===== src/design/cod_pkg.sv =====
// package: register map, field positions and constants for channel output driver control
package cod_pkg;
    // register offsets (byte addresses as printed)
    localparam logic [15:0] chan_ctrl_addr  = 16'h2101;
    localparam logic [15:0] pair_a_ctrl_addr = 16'h2102;
    localparam logic [15:0] update_addr     = 16'h000f;
    // channel control fields
    localparam int nshot_bit     = 0;
    localparam int chan_mute_bit = 1;
    localparam int chan_rst_bit  = 2;
    localparam int chan_sync_bit = 3;
    localparam logic [7:0] chan_ctrl_mask = 8'h0f;
    // pair a control fields
    localparam int rst_div_true_bit  = 0;
    localparam int rst_div_comp_bit  = 1;
    localparam int mute_true_bit     = 2;
    localparam int mute_comp_bit     = 3;
    localparam int pdn_bit           = 4;
    localparam int rst_drv_bit       = 5;
    localparam logic [7:0] pair_a_ctrl_mask = 8'h3f;
    // transfer strobe field
    localparam int update_bit = 0;
    // reset values
    localparam logic [7:0] chan_ctrl_rst  = 8'h00;
    localparam logic [7:0] pair_a_ctrl_rst = 8'h00;
    localparam logic [7:0] divide_rst     = 8'h02;
endpackage : cod_pkg


===== src/design/cod_channel.sv =====
// channel output driver control: registers, transfer strobe and pair a drivers
//
// Design decision made here: the strobed register port.
`timescale 1ns/1ps
module cod_channel #(
    parameter int div_width = 8
) (
    input  wire logic                 clk,
    input  wire logic                 arst_n,
    input  wire logic [15:0]          addr,
    input  wire logic [7:0]           wdata,
    input  wire logic                 wr_en,
    input  wire logic                 rd_en,
    output logic [7:0]                rdata,
    input  wire logic [div_width-1:0] half_period,
    input  wire logic                 diff_mode,
    output logic                      nshot_pulse,
    output logic                      output_a_positive_pin_o,
    output logic                      output_a_positive_pin_oe_n,
    output logic                      output_a_negative_pin_o,
    output logic                      output_a_negative_pin_oe_n
);
    // buffered (written) and active (applied) register copies
    logic [7:0] chan_buf;
    logic [7:0] chan_act;
    logic [7:0] pair_buf;
    logic [7:0] pair_act;
    logic       nshot_prev;
    logic [7:0] next_rdata;

    // address match against one register offset
    function automatic logic hits(
        input logic [15:0] at,
        input logic [15:0] target
    );
        return (at == target);
    endfunction : hits

    // address decode
    logic sel_chan;
    logic sel_pair;
    logic sel_update;
    logic wr_chan;
    logic wr_pair;
    logic do_update;
    assign sel_chan   = hits(addr, cod_pkg::chan_ctrl_addr);
    assign sel_pair   = hits(addr, cod_pkg::pair_a_ctrl_addr);
    assign sel_update = hits(addr, cod_pkg::update_addr);

    // write strobes per register; unmapped writes reach nothing
    assign wr_chan    = wr_en & sel_chan;
    assign wr_pair    = wr_en & sel_pair;
    assign do_update  = wr_en & sel_update & wdata[cod_pkg::update_bit];

    // channel buffer, reserved bits masked off
    always_ff @(posedge clk or negedge arst_n) begin
        if (!arst_n) begin
            chan_buf <= cod_pkg::chan_ctrl_rst;
        end else if (wr_chan) begin
            chan_buf <= wdata & cod_pkg::chan_ctrl_mask;
        end
    end

    // pair a buffer, reserved bits masked off
    always_ff @(posedge clk or negedge arst_n) begin
        if (!arst_n) begin
            pair_buf <= cod_pkg::pair_a_ctrl_rst;
        end else if (wr_pair) begin
            pair_buf <= wdata & cod_pkg::pair_a_ctrl_mask;
        end
    end

    // transfer strobe copies the channel buffer into the active set
    always_ff @(posedge clk or negedge arst_n) begin
        if (!arst_n) begin
            chan_act <= cod_pkg::chan_ctrl_rst;
        end else if (do_update) begin
            chan_act <= chan_buf;
        end
    end

    // transfer strobe copies the pair a buffer into the active set
    always_ff @(posedge clk or negedge arst_n) begin
        if (!arst_n) begin
            pair_act <= cod_pkg::pair_a_ctrl_rst;
        end else if (do_update) begin
            pair_act <= pair_buf;
        end
    end

    // n-shot request acts on a rising active value after the strobe
    always_ff @(posedge clk or negedge arst_n) begin
        if (!arst_n) begin
            nshot_prev  <= 1'b0;
            nshot_pulse <= 1'b0;
        end else begin
            nshot_prev  <= chan_act[cod_pkg::nshot_bit];
            nshot_pulse <= chan_act[cod_pkg::nshot_bit] & ~nshot_prev;
        end
    end

    // read mux: software sees buffered values, zero elsewhere
    assign next_rdata = !rd_en   ? 8'h00 :
                        sel_chan ? chan_buf :
                        sel_pair ? pair_buf : 8'h00;
    always_ff @(posedge clk or negedge arst_n) begin
        if (!arst_n) begin
            rdata <= 8'h00;
        end else begin
            rdata <= next_rdata;
        end
    end

    // bit picker for applied register copies, shared by every control decode except the n-shot request
    function automatic logic field_of(
        input logic [7:0] value,
        input int         pos
    );
        return value[pos];
    endfunction : field_of

    // channel-wide controls, taken from the applied copy only
    logic ch_sync;
    logic ch_mute;
    logic ch_rst;
    assign ch_sync = field_of(chan_act, cod_pkg::chan_sync_bit);
    assign ch_mute = field_of(chan_act, cod_pkg::chan_mute_bit);
    assign ch_rst  = field_of(chan_act, cod_pkg::chan_rst_bit);

    // pair a controls, taken from the applied copy only
    logic drv_rst;
    logic pdn;
    logic true_mute_sel;
    logic comp_mute_sel;
    logic true_div_sel;
    logic comp_div_sel;
    assign drv_rst       = field_of(pair_act, cod_pkg::rst_drv_bit);
    assign pdn           = field_of(pair_act, cod_pkg::pdn_bit);
    assign true_mute_sel = field_of(pair_act, cod_pkg::mute_true_bit);
    assign comp_mute_sel = field_of(pair_act, cod_pkg::mute_comp_bit);
    assign true_div_sel  = field_of(pair_act, cod_pkg::rst_div_true_bit);
    assign comp_div_sel  = field_of(pair_act, cod_pkg::rst_div_comp_bit);

    // any channel-wide control that silences both legs
    logic chan_quiet;
    assign chan_quiet = ch_mute | ch_rst | ch_sync;

    // complement mute only counts on a single-ended complement leg
    logic comp_own_mute;
    assign comp_own_mute = comp_mute_sel & ~diff_mode;

    // delayed mute requests settle at a low phase
    logic mute_true_req;
    logic mute_comp_req;
    assign mute_true_req = chan_quiet | true_mute_sel;
    assign mute_comp_req = chan_quiet | comp_own_mute;

    // immediate mutes bypass the safe-point wait
    logic true_now;
    logic comp_now;
    assign true_now = ch_rst | drv_rst;
    assign comp_now = ch_rst | drv_rst;

    // divider reset: sync holds all dividers static, release starts them together
    logic div_true_rst;
    logic div_comp_rst;
    assign div_true_rst = ch_sync | true_div_sel;
    assign div_comp_rst = ch_sync | comp_div_sel;

    logic true_clk;
    logic true_muted;
    logic comp_clk;
    logic comp_muted;

    // true leg divider
    cod_divider #(
        .width       (div_width)
    ) u_div_true (
        .clk         (clk),
        .arst_n      (arst_n),
        .div_reset   (div_true_rst),
        .half_period (half_period),
        .mute_req    (mute_true_req),
        .mute_now    (true_now),
        .clk_out     (true_clk),
        .muted       (true_muted)
    );

    // complement leg divider
    cod_divider #(
        .width       (div_width)
    ) u_div_comp (
        .clk         (clk),
        .arst_n      (arst_n),
        .div_reset   (div_comp_rst),
        .half_period (half_period),
        .mute_req    (mute_comp_req),
        .mute_now    (comp_now),
        .clk_out     (comp_clk),
        .muted       (comp_muted)
    );

    // pin levels: muted differential complement sits high, single-ended sits low
    logic comp_level;
    logic comp_held;
    // registered mute flag only, so both legs change state on the same edge
    assign comp_held  = comp_muted;
    assign comp_level = diff_mode ? (comp_held ? 1'b1 : ~true_clk)
                                  : (comp_held ? 1'b0 : comp_clk);

    // true pin level, registered
    always_ff @(posedge clk or negedge arst_n) begin
        if (!arst_n) begin
            output_a_positive_pin_o <= 1'b0;
        end else begin
            output_a_positive_pin_o <= true_clk;
        end
    end

    // complement pin level, registered
    always_ff @(posedge clk or negedge arst_n) begin
        if (!arst_n) begin
            output_a_negative_pin_o <= 1'b0;
        end else begin
            output_a_negative_pin_o <= comp_level;
        end
    end

    // true pin enable: power down alone tristates, mutes keep driving
    always_ff @(posedge clk or negedge arst_n) begin
        if (!arst_n) begin
            output_a_positive_pin_oe_n <= 1'b0;
        end else begin
            output_a_positive_pin_oe_n <= pdn;
        end
    end

    // complement pin enable: same control as the true pin
    always_ff @(posedge clk or negedge arst_n) begin
        if (!arst_n) begin
            output_a_negative_pin_oe_n <= 1'b0;
        end else begin
            output_a_negative_pin_oe_n <= pdn;
        end
    end
endmodule : cod_channel


===== src/design/cod_divider.sv =====
// one distribution divider with gated output, runt-free except on immediate mute or divider reset
`timescale 1ns/1ps
module cod_divider #(
    parameter int width = 8
) (
    input  wire logic             clk,
    input  wire logic             arst_n,
    input  wire logic             div_reset,
    input  wire logic [width-1:0] half_period,
    input  wire logic             mute_req,
    input  wire logic             mute_now,
    output logic                  clk_out,
    output logic                  muted
);
    logic [width-1:0] count;
    logic             phase;
    logic             wrap;
    logic             low_edge;

    // toggle point of the divided clock
    assign wrap     = (count + width'(1)) >= half_period;
    // phase falls at the next toggle: safe point to freeze low
    assign low_edge = wrap & phase;

    // divider counter, held static while reset
    always_ff @(posedge clk or negedge arst_n) begin
        if (!arst_n) begin
            count <= '0;
            phase <= 1'b0;
        end else if (div_reset) begin
            count <= '0;
            phase <= 1'b0;
        end else if (wrap) begin
            count <= '0;
            phase <= ~phase;
        end else begin
            count <= count + width'(1);
        end
    end

    // gate: immediate mute, otherwise change state only while phase is low, as phase falls, or in divider reset
    always_ff @(posedge clk or negedge arst_n) begin
        if (!arst_n) begin
            muted <= 1'b0;
        end else if (mute_now) begin
            muted <= 1'b1;
        end else if (mute_req != muted && (low_edge || (!phase && !wrap) || div_reset)) begin
            muted <= mute_req;
        end
    end

    // registered gated output
    always_ff @(posedge clk or negedge arst_n) begin
        if (!arst_n) begin
            clk_out <= 1'b0;
        end else if (mute_now || muted) begin
            clk_out <= 1'b0;
        end else if (div_reset) begin
            clk_out <= 1'b0;
        end else begin
            clk_out <= wrap ? ~phase : phase;
        end
    end
endmodule : cod_divider


===== config.mk =====
export PLATFORM = sky130hd
export DESIGN_NAME = cod_channel
export DESIGN_NICKNAME = d
export VERILOG_FILES = /design/src/design/cod_pkg.sv /design/src/design/cod_channel.sv /design/src/design/cod_divider.sv
export SDC_FILE = /design/constraint.sdc
export NUM_CORES = 1
export LEC_CHECK = 0
export BUFFER_PORTS_ARGS = -buffer_cell sky130_fd_sc_hd__buf_4
export CAP_MARGIN = 20
export CORE_AREA = 8 8 78 80
export CTS_CLUSTER_SIZE = 10
export DETAILED_ROUTE_END_ITERATION = 7
export DIE_AREA = 0 0 86 88
export PLACE_DENSITY = 0.78
export SYNTH_ARGS = -nofsm -noshare
export SYNTH_HDL_FRONTEND = slang
export SYNTH_SLANG_ARGS = --single-unit

===== constraint.sdc =====
create_clock -name clk -period 3 [get_ports clk]
set_input_delay 0.15 -clock clk [delete_from_list [all_inputs] [get_ports clk]]
set_output_delay 0.15 -clock clk [all_outputs]
set_load 0.005 [all_outputs]

# After elaboration in Yosys (flattened, before gate mapping)
# Cells that the tools add are included.
[totals] register_bits=53 latch_bits=0 ram_bits=0 mem_bits_ro=0 inputBits=37 out_inout_bits=13 wordCells=83 n_memories=0
[classes] add_sub_neg=2 n_mul=0 div=0 magnitude_cmp=2 n_eq_ne=5 shift=0 mux=20 bitwise_logic=20 reduce_logical=16
[op_table] operator="equality test 16 x 14 -> 1 bit, second input constant" n=2
[op_table] operator="two-way mux 8 bit" n=4
[op_table] operator="two-way mux 6 bit" n=3
[op_table] operator="adder 8 x 1 -> 8 bit, second input constant" n=2
[op_table] operator="equality test 16 x 4 -> 1 bit, second input constant" n=1
[op_table] operator="greater-or-equal comparator 8 bit" n=2
[op_table] operator="two-way mux 1 bit" n=13
[op_table] operator="bitwise AND 1 bit" n=8
[op_table] operator="OR 1 bit" n=7
[op_table] operator="logical OR 1 bit" n=6
[op_table] operator="inverter 1 bit" n=5
[op_table] operator="logical AND 1 bit" n=4
[op_table] operator="zero test 1 bit" n=4
[op_table] operator="nonzero test 2 bit" n=2
[op_table] operator="inequality test 1 bit" n=2

# Longest topological paths before layout
# Gate-level depths: netlist (run 1).
[logic_depth] ltp_word=9 mapped_depth=11 mapped_depth_nobuf=11

# Cells and area by module
# Synthesis (run 1) repeated with hierarchy kept, for this count alone.
[hier_totals] cells_unflattened=236 hier_area_um2=2718.9
[modules_own_cells] mod="cod_divider" instances=2 cells_per_inst=71 area_per_inst_um2=723.2 seq_area_each_um2=275.3
[modules_own_cells] mod="cod_channel" instances=1 cells_per_inst=94 area_per_inst_um2=1272.5 seq_area_each_um2=775.7

# Worst setup path before layout (run 1)
# No wires, ideal clock.
[synth_path] path_kind="flip-flop to flip-flop" start="reg u_div_true.count[0]" end="reg u_div_true.clk_out" setup_time_ps=119 arrival_time_ps=2072 required_time_ps=2881 setup_slack_ps=809 stages_incl_launch_ff=8 n_path_buf=0 synth_period_minus_slack_ps=2191 cell_sequence="dfrtp_1 -> ha_1 -> ha_1 -> a2111oi_0 -> nor4_1 -> nor3_1 -> inv_1 -> and2_1"
[synth_between] elab_chain_cells=5
[synth_lines] item="from (decl)" line="cod_divider.sv:15" rtl="logic [width-1:0] count;"
[synth_lines] item="from (signal assigned)" line="cod_divider.sv:37" rtl="count <= count + width'(1);"
[synth_lines] item="adder 8 x 1 -> 8 bit" line="cod_divider.sv:21" rtl="assign wrap = (count + width'(1)) >= half_period;"
[synth_lines] item="greater-or-equal comparator 8 bit" line="cod_divider.sv:21"
[synth_lines] item="two-way mux 1 bit" line="cod_divider.sv:61" rtl="clk_out <= wrap ? ~phase : phase;"
[synth_lines] item="two-way mux 1 bit"
[synth_lines] item="two-way mux 1 bit" line="cod_divider.sv:56" rtl="end else if (mute_now || muted) begin"
[synth_lines] item="to (signal assigned)" line="cod_divider.sv:61"
[synth_lines] item="to (decl)" line="cod_divider.sv:12" rtl="output logic clk_out,"
# No other way between the ends.
# A chain may end at the register's enable or synchronous reset.

# Worst setup path in the final report (run 1)
[layout_path] start="reg u_div_comp.count[0]" end="reg u_div_comp.clk_out"
[layout_between] elab_chain_cells=5
[layout_lines] item="from (decl)" line="cod_divider.sv:15"
[layout_lines] item="from (signal assigned)" line="cod_divider.sv:37"
[layout_lines] item="adder 8 x 1 -> 8 bit" line="cod_divider.sv:21"
[layout_lines] item="greater-or-equal comparator 8 bit" line="cod_divider.sv:21"
[layout_lines] item="two-way mux 1 bit" line="cod_divider.sv:61"
[layout_lines] item="two-way mux 1 bit" line="cod_divider.sv:58" rtl="end else if (div_reset) begin"
[layout_lines] item="two-way mux 1 bit" line="cod_divider.sv:56"
[layout_lines] item="to (signal assigned)" line="cod_divider.sv:61"
[layout_lines] item="to (decl)" line="cod_divider.sv:12"
# No other way between the ends.

==> results_dict.tcl, run 1 <==
set metrics [dict create \
    synth_xor_area_share_pct 4.04 \
    regArea_um2 1330 \
    wl_per_cell_um 13.7 \
    postRouteAntennaNets 0 \
    drc 0 \
    yosysUniqueCellTypes 34 \
    yosys.area_share.simple_pct 17.7 \
    die-width_um 86 \
    path_common_cell "ha_1" \
    slew_viol_final 0 \
    critPathBufInv 1 \
    drtIter0Drc 72 \
    final_area_um2 3110 \
    first_global_vias 1923 \
    worstMarginPinSlew_ns 0.848 \
    p_per_area_nw_per_um2 635 \
    rows 26 \
    drt_pass1_iterations 4 \
    yosys.area_share.adder_pct 8.66 \
    multi_input_area_um2 1210 \
    clk_pin_slew_ns 0.09 \
    netlist_instances 225 \
    gp_congestion 0.814 \
    overflow 0 \
    synth.cell_area_um2 2600 \
    synth_top_family_by_area "simple AND/OR/NAND/NOR gates" \
    clockBufferDepth 2 \
    maxCapViolCount 0 \
    yosysSeqAreaShare_pct 51.0 \
    dpl.hpwl_um 3740 \
    grt_pass1_wl_um 8340 \
    crit_fanout 5 \
    cts_inserted_buffers 5 \
    dr_total_vias 1790 \
    worst-endpoint-required_ns 3.19 \
    hold_violations 0 \
    syn2layout_area_growth_pct 19.4 \
    setup_viol 0 \
    crit_arrival_ns 2.77 \
    nFillCells 423 \
    worst_slack_ns 0.424 \
    pin_count 50 \
    grt_max_degree 54 \
    vias_per_cell 5.14 \
    clock_skew_ns 0.00578 \
    drive_above_1_share_pct 26.6 \
    cts_root_buffer "clkbuf_8" \
    syn-mean-instance-area_um2 11.6 \
    clk_latency_ns 0.29 \
    wl_um 4750 \
    fin_crit_ns 2.58 \
    rsz0062_at_grt "no" \
    fmax_mhz 388 \
    stdcell_count 348 \
    maxSlewHeadroom_pct 42.0 \
    dieArea_um2 7570 \
    cts_tree "yes" \
    status "finished, final reports clean" \
    die_y_um 88 \
    grt_antenna_before_repair 0 \
    initial_core_util_pct 53.0 \
    synth_mux_area_share_pct 9.43 \
    critPathSlowestCell "a2111oi_0" \
    slowest_delay_ns 0.75 \
    htree_levels 2 \
    cts_setup_buffers 0 \
    worst-setup-path-type "reg2reg" \
    n_antenna_cell 0 \
    hp-class "in2reg" \
    crit_path_cell_trace "ha_1 > ha_1 > a2111oi_0 > nor4_1 > nor3_1 > inv_1 > and2_1" \
    cts.sinks 53 \
    postPlaceCellArea_um2 3020 \
    nets 332 \
    grt_usage_pct 13.7 \
    core_um2 4910 \
    cp_top_family "compound AO/OA/AOI/OAI gates" \
    cts-resized-gates 0 \
    start_kind "register" \
    finalSetupTns_ns 0 \
    power_leakage_uw 0.00157 \
    dp_cells 339 \
    end_kind "register" \
    post-route-period-util_pct 85.9 \
    utilization_pct 63.2 \
    vdd_drop_max_mv 0.263 \
    dpl_worst_slack_ns 0.419 \
    synth-compound-area-share_pct 6.30 \
    synth-warning-count 0 \
    io_buffers 45 \
    ys_seq_elements 53 \
]
## area by class of cell
cell class / instances / area share, %
sequential: 53 / 42.7
inverter: 13 / 1.57
tap: 70 / 2.82
clock buffer: 8 / 2.58
multi-input combinational: 157 / 38.9
timing repair buffer: 47 / 11.4
## sequential cells by signal, indices dropped and copies added, names as in the netlist, 4 cells and up
register,flops
u_div_comp.count,8
u_div_true.count,8
pair_act,6
pair_buf,6
rdata,6
chan_act,4
chan_buf,4
## stage by stage
step / total power, µW / hold WS [ns]
floorplan: 1400 / -0.146
global placement: 1590 / 0.224
detailed placement: 1620 / 0.223
CTS: 2000 / 0.0394
global route: 2140 / 0.0376
finish: 1970 / 0.0513
## layout by cell type (no fill, tap or decap), types with 5 or more instances in the layout
cell | Yosys | routed
xnor2_1 | 6 | 6
nand3_1 | 11 | 11
buf_4 | 3 | 46
nor3_1 | 7 | 7
nand2_1 | 7 | 7
ha_1 | 18 | 18
dfrtp_1 | 53 | 53
inv_1 | 13 | 13
nor2b_1 | 13 | 13
xor2_1 | 6 | 6
nor2_1 | 16 | 16
and2_1 | 6 | 6
clkbuf_8 | 0 | 5
mux2_2 | 20 | 20
## path summary, 6_finish.rpt
path	startpoint	end	slack [ns]	cells after the start
worst max-delay path	u_div_comp.count[0]	u_div_comp.clk_out	0.42	7
min in group asynchronous	arst_n	u_div_true.count[4]	0.41	2
worst max register to register	u_div_comp.count[0]	u_div_comp.clk_out	0.42	7
worst min register to register	u_div_true.clk_out	output_a_positive_pin_o	0.38	0
worst min-delay path	diff_mode	output_a_negative_pin_o	0.05	2
max in group asynchronous	arst_n	nshot_pulse	2.14	2
## worst reg2reg max path, cell delays in order, from the launching register on
cell and delay (ns):
dfrtp_1 0.44, ha_1 0.33, ha_1 0.28, a2111oi_0 0.75
nor4_1 0.12, nor3_1 0.34, inv_1 0.09, and2_1 0.14
## cells by family after synthesis
| group | count (synthesis) |
|---|---|
| other cells | 1 |
| mux | 22 |
| buf+inv | 16 |
| simple gates | 82 |
| fa+ha+maj | 18 |
| xor+xnor | 12 |
| compound gates | 21 |
| flops | 53 |
## layer usage
metal	part of all wire (%)	global-route usage [%]
met5	0	0
met4	1.3	5.25
met3	4.2	3.28
met2	50	24.7
met1	44	15.2
## Yosys cell counts, drive strengths merged
cell	instances	area (µm²)
dfrtp	53	1330
mux2	20	225
ha	18	225
nor2	16	60.1
inv	13	48.8
nor2b	13	81.3
nand3	12	65.1
nor3	9	61.3
nand2	7	26.3
and2	6	37.5
xnor2	6	52.6
xor2	6	52.6
a21oi	4	20.0
a22o	4	35.0
o21a	4	30.0
or3	4	25.0
buf	3	22.5
nor4	3	18.8
a2111oi	2	17.5
a211o	2	17.5
and3	2	12.5
mux2i	2	20.0
nand2b	2	12.5
nand3b	2	15.0
nand4	2	12.5
nor4b	2	17.5
o211a	2	20.0
o2bb2ai	2	17.5
or4	2	15.0
a31oi	1	6.26
conb	1	3.75
## where the power goes
part	total, µW	switching [µW]	internal (µW)
logic	692	341	352
registers	908	88.3	820
clock network	370	204	166
total	1970	633	1340
## timing repair
| action | in CTS | in global routing |
|---|---|---|
| hold buffers | 1 | 0 |
| endpoints found under the setup margin | 0 | 0 |
| hold endpoints to repair | 53 | 0 |
No activity file was read; power rests on OpenSTA's default activity.
==> run 2, diff against run 1 <==
==> constraint.sdc (replaced) <==
create_clock -name clk -period 3 [get_ports clk]
set_input_delay 0.45 -clock clk [delete_from_list [all_inputs] [get_ports clk]]
set_output_delay 0.45 -clock clk [all_outputs]
set_load 0.005 [all_outputs]
==> run 2 against run 1 <==
Worst hold slack improved by 0.11 ns. Final cell count is the same. Setup slack gained 0.075 ns. Clock power grew 11%. Global-route usage grew 0.20 points. Maximum frequency rose by 3.0%. Critical endpoint unchanged.
==> results_dict.tcl, run 2 (synthesis gave the netlist of run 1 again) <==
set metrics [dict create \
    swShare_pct 31.9 \
    path_common_cell "ha_1" \
    worst_slack_ns 0.498 \
    cts_tree "yes" \
    cts_root_buffer "clkbuf_8" \
    maxSlewHeadroom_pct 57.4 \
    dp_cells 340 \
    end_kind "register" \
    dieArea_um2 7570 \
    die-width_um 86 \
    grt_max_degree 54 \
    p_clk_share_pct 20.2 \
    slowest_delay_ns 0.43 \
    p_seq_share_pct 44.8 \
    p_switching_uw 646 \
    n_antenna_cell 0 \
    fin_crit_ns 2.50 \
    maxCapViolCount 0 \
    finalSetupTns_ns 0 \
    worstMarginPinSlew_ns 0.639 \
    clk_pin_slew_ns 0.09 \
    nFillCells 418 \
    critPathSlowestCell "dfrtp_1" \
    hp-class "in2async" \
    maxUsedRoutingLayer "met4" \
    drt_pass1_iterations 4 \
    io_buffers 45 \
    mostFrequentLayoutCell "dfrtp_1" \
    rsz0062_at_grt "no" \
    nets 332 \
    core_um2 4910 \
    dr_wl_met3_um 260 \
    dr_wl_met2_um 2280 \
    worst-endpoint-required_ns 3.20 \
    pin_count 50 \
    clock_skew_ns 0.0117 \
    drc 0 \
    most-common-layout-cells "53 x dfrtp_1, 47 x buf_4, 20 x mux2_2" \
    cts-resized-gates 0 \
    dpl.hpwl_um 3700 \
    drive_above_1_share_pct 28.1 \
    cts_inserted_buffers 5 \
    vias_per_cell 5.24 \
    cp_top_family "simple AND/OR/NAND/NOR gates" \
    grt_antenna_before_repair 0 \
    power_leakage_uw 0.00158 \
    multi_input_area_um2 1210 \
    utilization_pct 63.5 \
    critPathBufInv 1 \
    cts.sinks 53 \
    slew_viol_final 0 \
    p_comb_share_pct 35.0 \
    initial_core_util_pct 53.0 \
    clockBufferDepth 2 \
    crit_fanout 5 \
    dpl_worst_slack_ns 0.517 \
    overflow 0 \
    regArea_um2 1330 \
    hold_violations 0 \
    status "finished, final reports clean" \
    first_global_vias 1898 \
    drtIter0Drc 63 \
    start_kind "register" \
    cts_setup_buffers 0 \
    largestRegisters "u_div_comp.count: 8 flops, u_div_true.count: 8 flops" \
    fmax_mhz 400 \
    worst-setup-path-type "reg2reg" \
    cts_hold_buf 0 \
    die_y_um 88 \
    htree_levels 2 \
    vdd_drop_max_mv 0.259 \
    wl_um 4660 \
    clk_latency_ns 0.30 \
    setup_viol 0 \
    postRouteAntennaNets 0 \
    p_per_area_nw_per_um2 648 \
    crit_arrival_ns 2.71 \
    grt_pass1_wl_um 8310 \
    stdcell_count 348 \
    wl_per_cell_um 13.4 \
    gp_congestion 0.798 \
    crit_path_cell_trace "ha_1 > nand3_1 > nor2_1 > xor2_1 > ha_1 > o21a_1 > a21oi_1 > o2bb2ai_1 > nor3_1 > inv_1 > and2_1" \
    dr_total_vias 1822 \
    post-route-period-util_pct 83.4 \
    rows 26 \
    syn2layout_area_growth_pct 19.9 \
    grt_usage_pct 13.9 \
    drt-met1-wl_um 2050 \
    power_uw 2020 \
    p_int_uw 1380 \
]
[run 2: cell types whose count changed in the layout (fill, tap and decap cells not counted)]
cell           delta
dlygate4sd3_1     -1
clkinv_4          +1
clkbuf_8          +1
buf_4             +1
clkinv_2          +1
clkbuf_1          -3
[run 2: power by group through the flow]
stage / Sequential [µW] / Clock [µW] / Combinational (µW)
floorplan: 902 / 0 / 496
global placement: 918 / 0 / 687
detailed placement: 923 / 0 / 714
CTS: 908 / 426 / 721
global route: 925 / 454 / 829
finish: 906 / 409 / 708
[run 2: final cells by class]
| cell class | instances | area share (%) |
|---|---|---|
| Tap cell | 70 | 2.81 |
| Clock inverter | 2 | 0.441 |
| Sequential cell | 53 | 42.5 |
| Clock buffer | 6 | 2.65 |
| Inverter | 13 | 1.56 |
| Multi-Input combinational cell | 157 | 38.7 |
| Timing Repair Buffer | 47 | 11.3 |
[run 2: per-layer routing]
metal  GRT usage, %  vias up
met2           23.8       38
met1           15.5      883
li1               -      894
met3           4.78        7
met4           5.41        0
met5              0        -
[run 2: path summary, 6_finish.rpt]
kind / start / cells past startpoint / to / slack (ns)
setup / recovery: u_div_comp.count[0] / 11 / u_div_comp.clk_out / 0.50
hold / removal: arst_n / 1 / u_div_true.count[0] / 0.16
setup reg to reg: u_div_comp.count[0] / 11 / u_div_comp.clk_out / 0.50
hold reg to reg: pair_act[4] / 0 / output_a_positive_pin_oe_n / 0.38
max in group asynchronous: arst_n / 1 / pair_buf[3] / 2.41
min in group clk: diff_mode / 2 / output_a_negative_pin_o / 0.34
[run 2: through the flow]
step	area (µm²)	hold slack [ns]
after floorplan	2610	0.154
after global placement	3020	0.362
after detailed placement	3020	0.363
after CTS	3120	0.185
after global routing	3120	0.214
final	3120	0.156
==> run 3, diff against run 2 <==
--- a/config.mk
+++ b/config.mk
@@ -5,13 +5,14 @@
 export SDC_FILE = /design/constraint.sdc
 export NUM_CORES = 1
 export LEC_CHECK = 0
+export ABC_AREA = 1
 export BUFFER_PORTS_ARGS = -buffer_cell sky130_fd_sc_hd__buf_4
 export CAP_MARGIN = 20
-export CORE_AREA = 8 8 78 80
+export CORE_AREA = 8 8 81 83
 export CTS_CLUSTER_SIZE = 10
 export DETAILED_ROUTE_END_ITERATION = 7
-export DIE_AREA = 0 0 86 88
-export PLACE_DENSITY = 0.78
+export DIE_AREA = 0 0 89 91
+export PLACE_DENSITY = 0.76
 export SYNTH_ARGS = -nofsm -noshare
 export SYNTH_HDL_FRONTEND = slang
 export SYNTH_SLANG_ARGS = --single-unit
==> constraint.sdc (replaced) <==
create_clock -name clk -period 2.39 [get_ports clk]
set_input_delay 0.3585 -clock clk [delete_from_list [all_inputs] [get_ports clk]]
set_output_delay 0.3585 -clock clk [all_outputs]
set_load 0.005 [all_outputs]
==> run 3 against run 2 <==
Synthesized area grew 6.8%. Critical path depth is 4 higher. Core utilization fell by 0.26 points. Sequential power up 29%. Combinational power increased by 51%. Sequential cell count did not move. First-iteration DRC count decreased by 3.2%. Sequential share of layout area is 3.2 points lower. Routed wire length increased by 9.3%. Via count grew 18%. Critical path type unchanged. Critical endpoint is now u_div_true.muted. Largest cell class unchanged.
==> results_dict.tcl, run 3 <==
set metrics [dict create \
    synth_area_leader_cell "dfrtp_1" \
    setup_viol 0 \
    fmax_mhz 438 \
    syn2layout_area_growth_pct 21.5 \
    drc 0 \
    ys_async_sr_fraction_pct 100 \
    synth-edff-count 0 \
    dieArea_um2 8100 \
    grt_usage_pct 13.4 \
    maxSlewHeadroom_pct 57.2 \
    p_per_area_nw_per_um2 806 \
    dpl.hpwl_um 3980 \
    crit_path_cell_trace "nand3_2 > nand3b_1 > nand3b_1 > xor2_1 > inv_1 > ha_1 > nand2_1 > nor2_1 > nor2_4 > nand3_1 > nand3_2 > nand2_1 > nand2_1 > nand2_1 > inv_1" \
    n_antenna_cell 0 \
    ys.flop_type "dfrtp_1" \
    clock_skew_ns 0.00813 \
    ff2ff_setup_slack_ns 0.11 \
    netlist_instances 329 \
    power_leakage_uw 0.00188 \
    grt_max_degree 54 \
    gp_congestion 0.734 \
    io_buffers 45 \
    fin_crit_ns 2.28 \
    wl_um 5090 \
    status "finished, final reports clean" \
    synth_top_area_share_pct 47.7 \
    drive_above_1_share_pct 23.6 \
    syn-mean-instance-area_um2 8.45 \
    grt_antenna_before_repair 0 \
    hp-class "in2async" \
    clockBufferDepth 2 \
    yosys-top-cells-count "67 x nand2_1, 61 x inv_1, 53 x dfrtp_1" \
    cts.sinks 53 \
    ys_seq_elements 53 \
    most-common-layout-cells "66 x nand2_1, 61 x inv_1, 54 x buf_4" \
    vdd_drop_max_mv 0.460 \
    crit_fanout 3 \
    maxCapViolCount 0 \
    hold_violations 0 \
    yosysUniqueCellTypes 33 \
    nets 441 \
    dpl_worst_slack_ns 0.0261 \
    die-width_um 89 \
    worst-endpoint-required_ns 2.60 \
    overflow 0 \
    mostFrequentLayoutCell "nand2_1" \
    slowest_delay_ns 0.39 \
    wl_per_cell_um 11.1 \
    pin_count 50 \
    start_kind "register" \
    finalSetupTns_ns 0 \
    worstMarginPinSlew_ns 0.643 \
    critPathBufInv 2 \
    yosysSeqAreaShare_pct 47.7 \
    vias_per_cell 4.70 \
    die_y_um 91 \
    clk_pin_slew_ns 0.09 \
    rows 27 \
    first_global_vias 2184 \
    worst_slack_ns 0.106 \
    cts_inserted_buffers 5 \
    htree_levels 2 \
    drtIter0Drc 61 \
    largestRegisters "u_div_comp.count: 8 flops, u_div_true.count: 8 flops" \
    cp_top_family "simple AND/OR/NAND/NOR gates" \
    crit_arrival_ns 2.49 \
    synth-warning-count 0 \
    power_uw 2720 \
    worst-setup-path-type "reg2reg" \
    core_um2 5340 \
    post-route-period-util_pct 95.6 \
    initial_core_util_pct 52.1 \
    slew_viol_final 0 \
    rsz0062_at_grt "yes" \
    cts_root_buffer "clkbuf_8" \
    synth.most_common_cell "nand2_1" \
    cts_tree "yes" \
    clk_latency_ns 0.30 \
    path_common_cell "nand2_1" \
    postRouteAntennaNets 0 \
    grt_pass1_wl_um 8900 \
    critPathSlowestCell "dfrtp_1" \
    end_kind "register" \
    synth.cell_area_um2 2780 \
    dr_total_vias 2152 \
    utilization_pct 63.2 \
    drt_pass1_iterations 4 \
    synth_area_leaders "dfrtp_1 48%, nand2_1 9.0%, inv_1 8.2%" \
]
run 3: cell types whose count changed after synthesis, moves of 6 or more:
cell / before / now
o21ai_1: 0 / 11
nand2_1: 7 / 67
mux2_2: 20 / 2
xnor2_1: 6 / 0
inv_1: 13 / 61
nor2b_1: 13 / 0
and2_1: 6 / 0
nor2_1: 16 / 40
run 3: routing by layer:
| layer | GRT usage [%] | vias to the layer above | wire [µm] | share of wire (%) |
|---|---|---|---|---|
| met1 | 15.5 | 991 | 2210 | 43 |
| li1 | - | 1125 | - | - |
| met3 | 3.69 | 3 | 248 | 4.9 |
| met4 | 3.74 | 0 | 38 | 0.75 |
| met5 | 0 | - | 0 | 0 |
| met2 | 23.4 | 33 | 2600 | 51 |
run 3: area by class of cell:
| class | instances | area [µm²] |
|---|---|---|
| Timing Repair Buffer | 54 | 405 |
| Tap cell | 72 | 90.1 |
| Clock inverter | 1 | 8.76 |
| Clock buffer | 6 | 72.6 |
| Sequential cell | 53 | 1330 |
| Fill cell | 486 | 1960 |
| Multi-Input combinational cell | 209 | 1230 |
| Inverter | 63 | 238 |
run 3: per-stage QoR:
step | hold WS, ns | area, µm² | cells
CTS | 0.102 | 3280 | 452
global placement | 0.370 | 3200 | 445
detailed placement | 0.376 | 3200 | 445
finish | 0.0775 | 3380 | 458
floorplan | 0.0629 | 2780 | 330
global route | 0.130 | 3380 | 458
run 3: where the power goes:
group | internal, µW | switching (µW) | total, µW
Sequential | 1070 | 102 | 1170
Clock | 203 | 276 | 479
Combinational | 481 | 591 | 1070
run 3: worst paths after layout:
kind                                           from                          to  cells past startpoint
worst min register to register          pair_act[4]  output_a_positive_pin_oe_n                      0
worst min-delay path                         arst_n         u_div_true.count[3]                      1
max in group asynchronous                    arst_n                 chan_buf[3]                      1
worst max register to register  u_div_true.count[0]            u_div_true.muted                     15
worst max-delay path            u_div_true.count[0]            u_div_true.muted                     15
min in group clk                          diff_mode     output_a_negative_pin_o                      2
run 3: cells by family (layout without fill, tap and decap cells):
kind of cell               count (synthesis)  count (layout)  synth area share (%)
other                                      1               2                 0.135
and+or+nand+nor                          149             149                  24.6
xor gates and xnor gates                   9               9                  2.84
adders and majority gates                 18              18                  8.10
muxes                                      2               2                 0.810
DFF                                       53              53                  47.7
buffers and inverters                     68             124                  9.73
AOI/OAI and AO/OA                         29              29                  6.08
run 3: what timing repair did:
action	in CTS	in global routing
hold buffers	0	0
buffers inserted	0	6
endpoints found under the hold margin	0	0
endpoints found under the setup margin	0	22
resized for setup	0	12
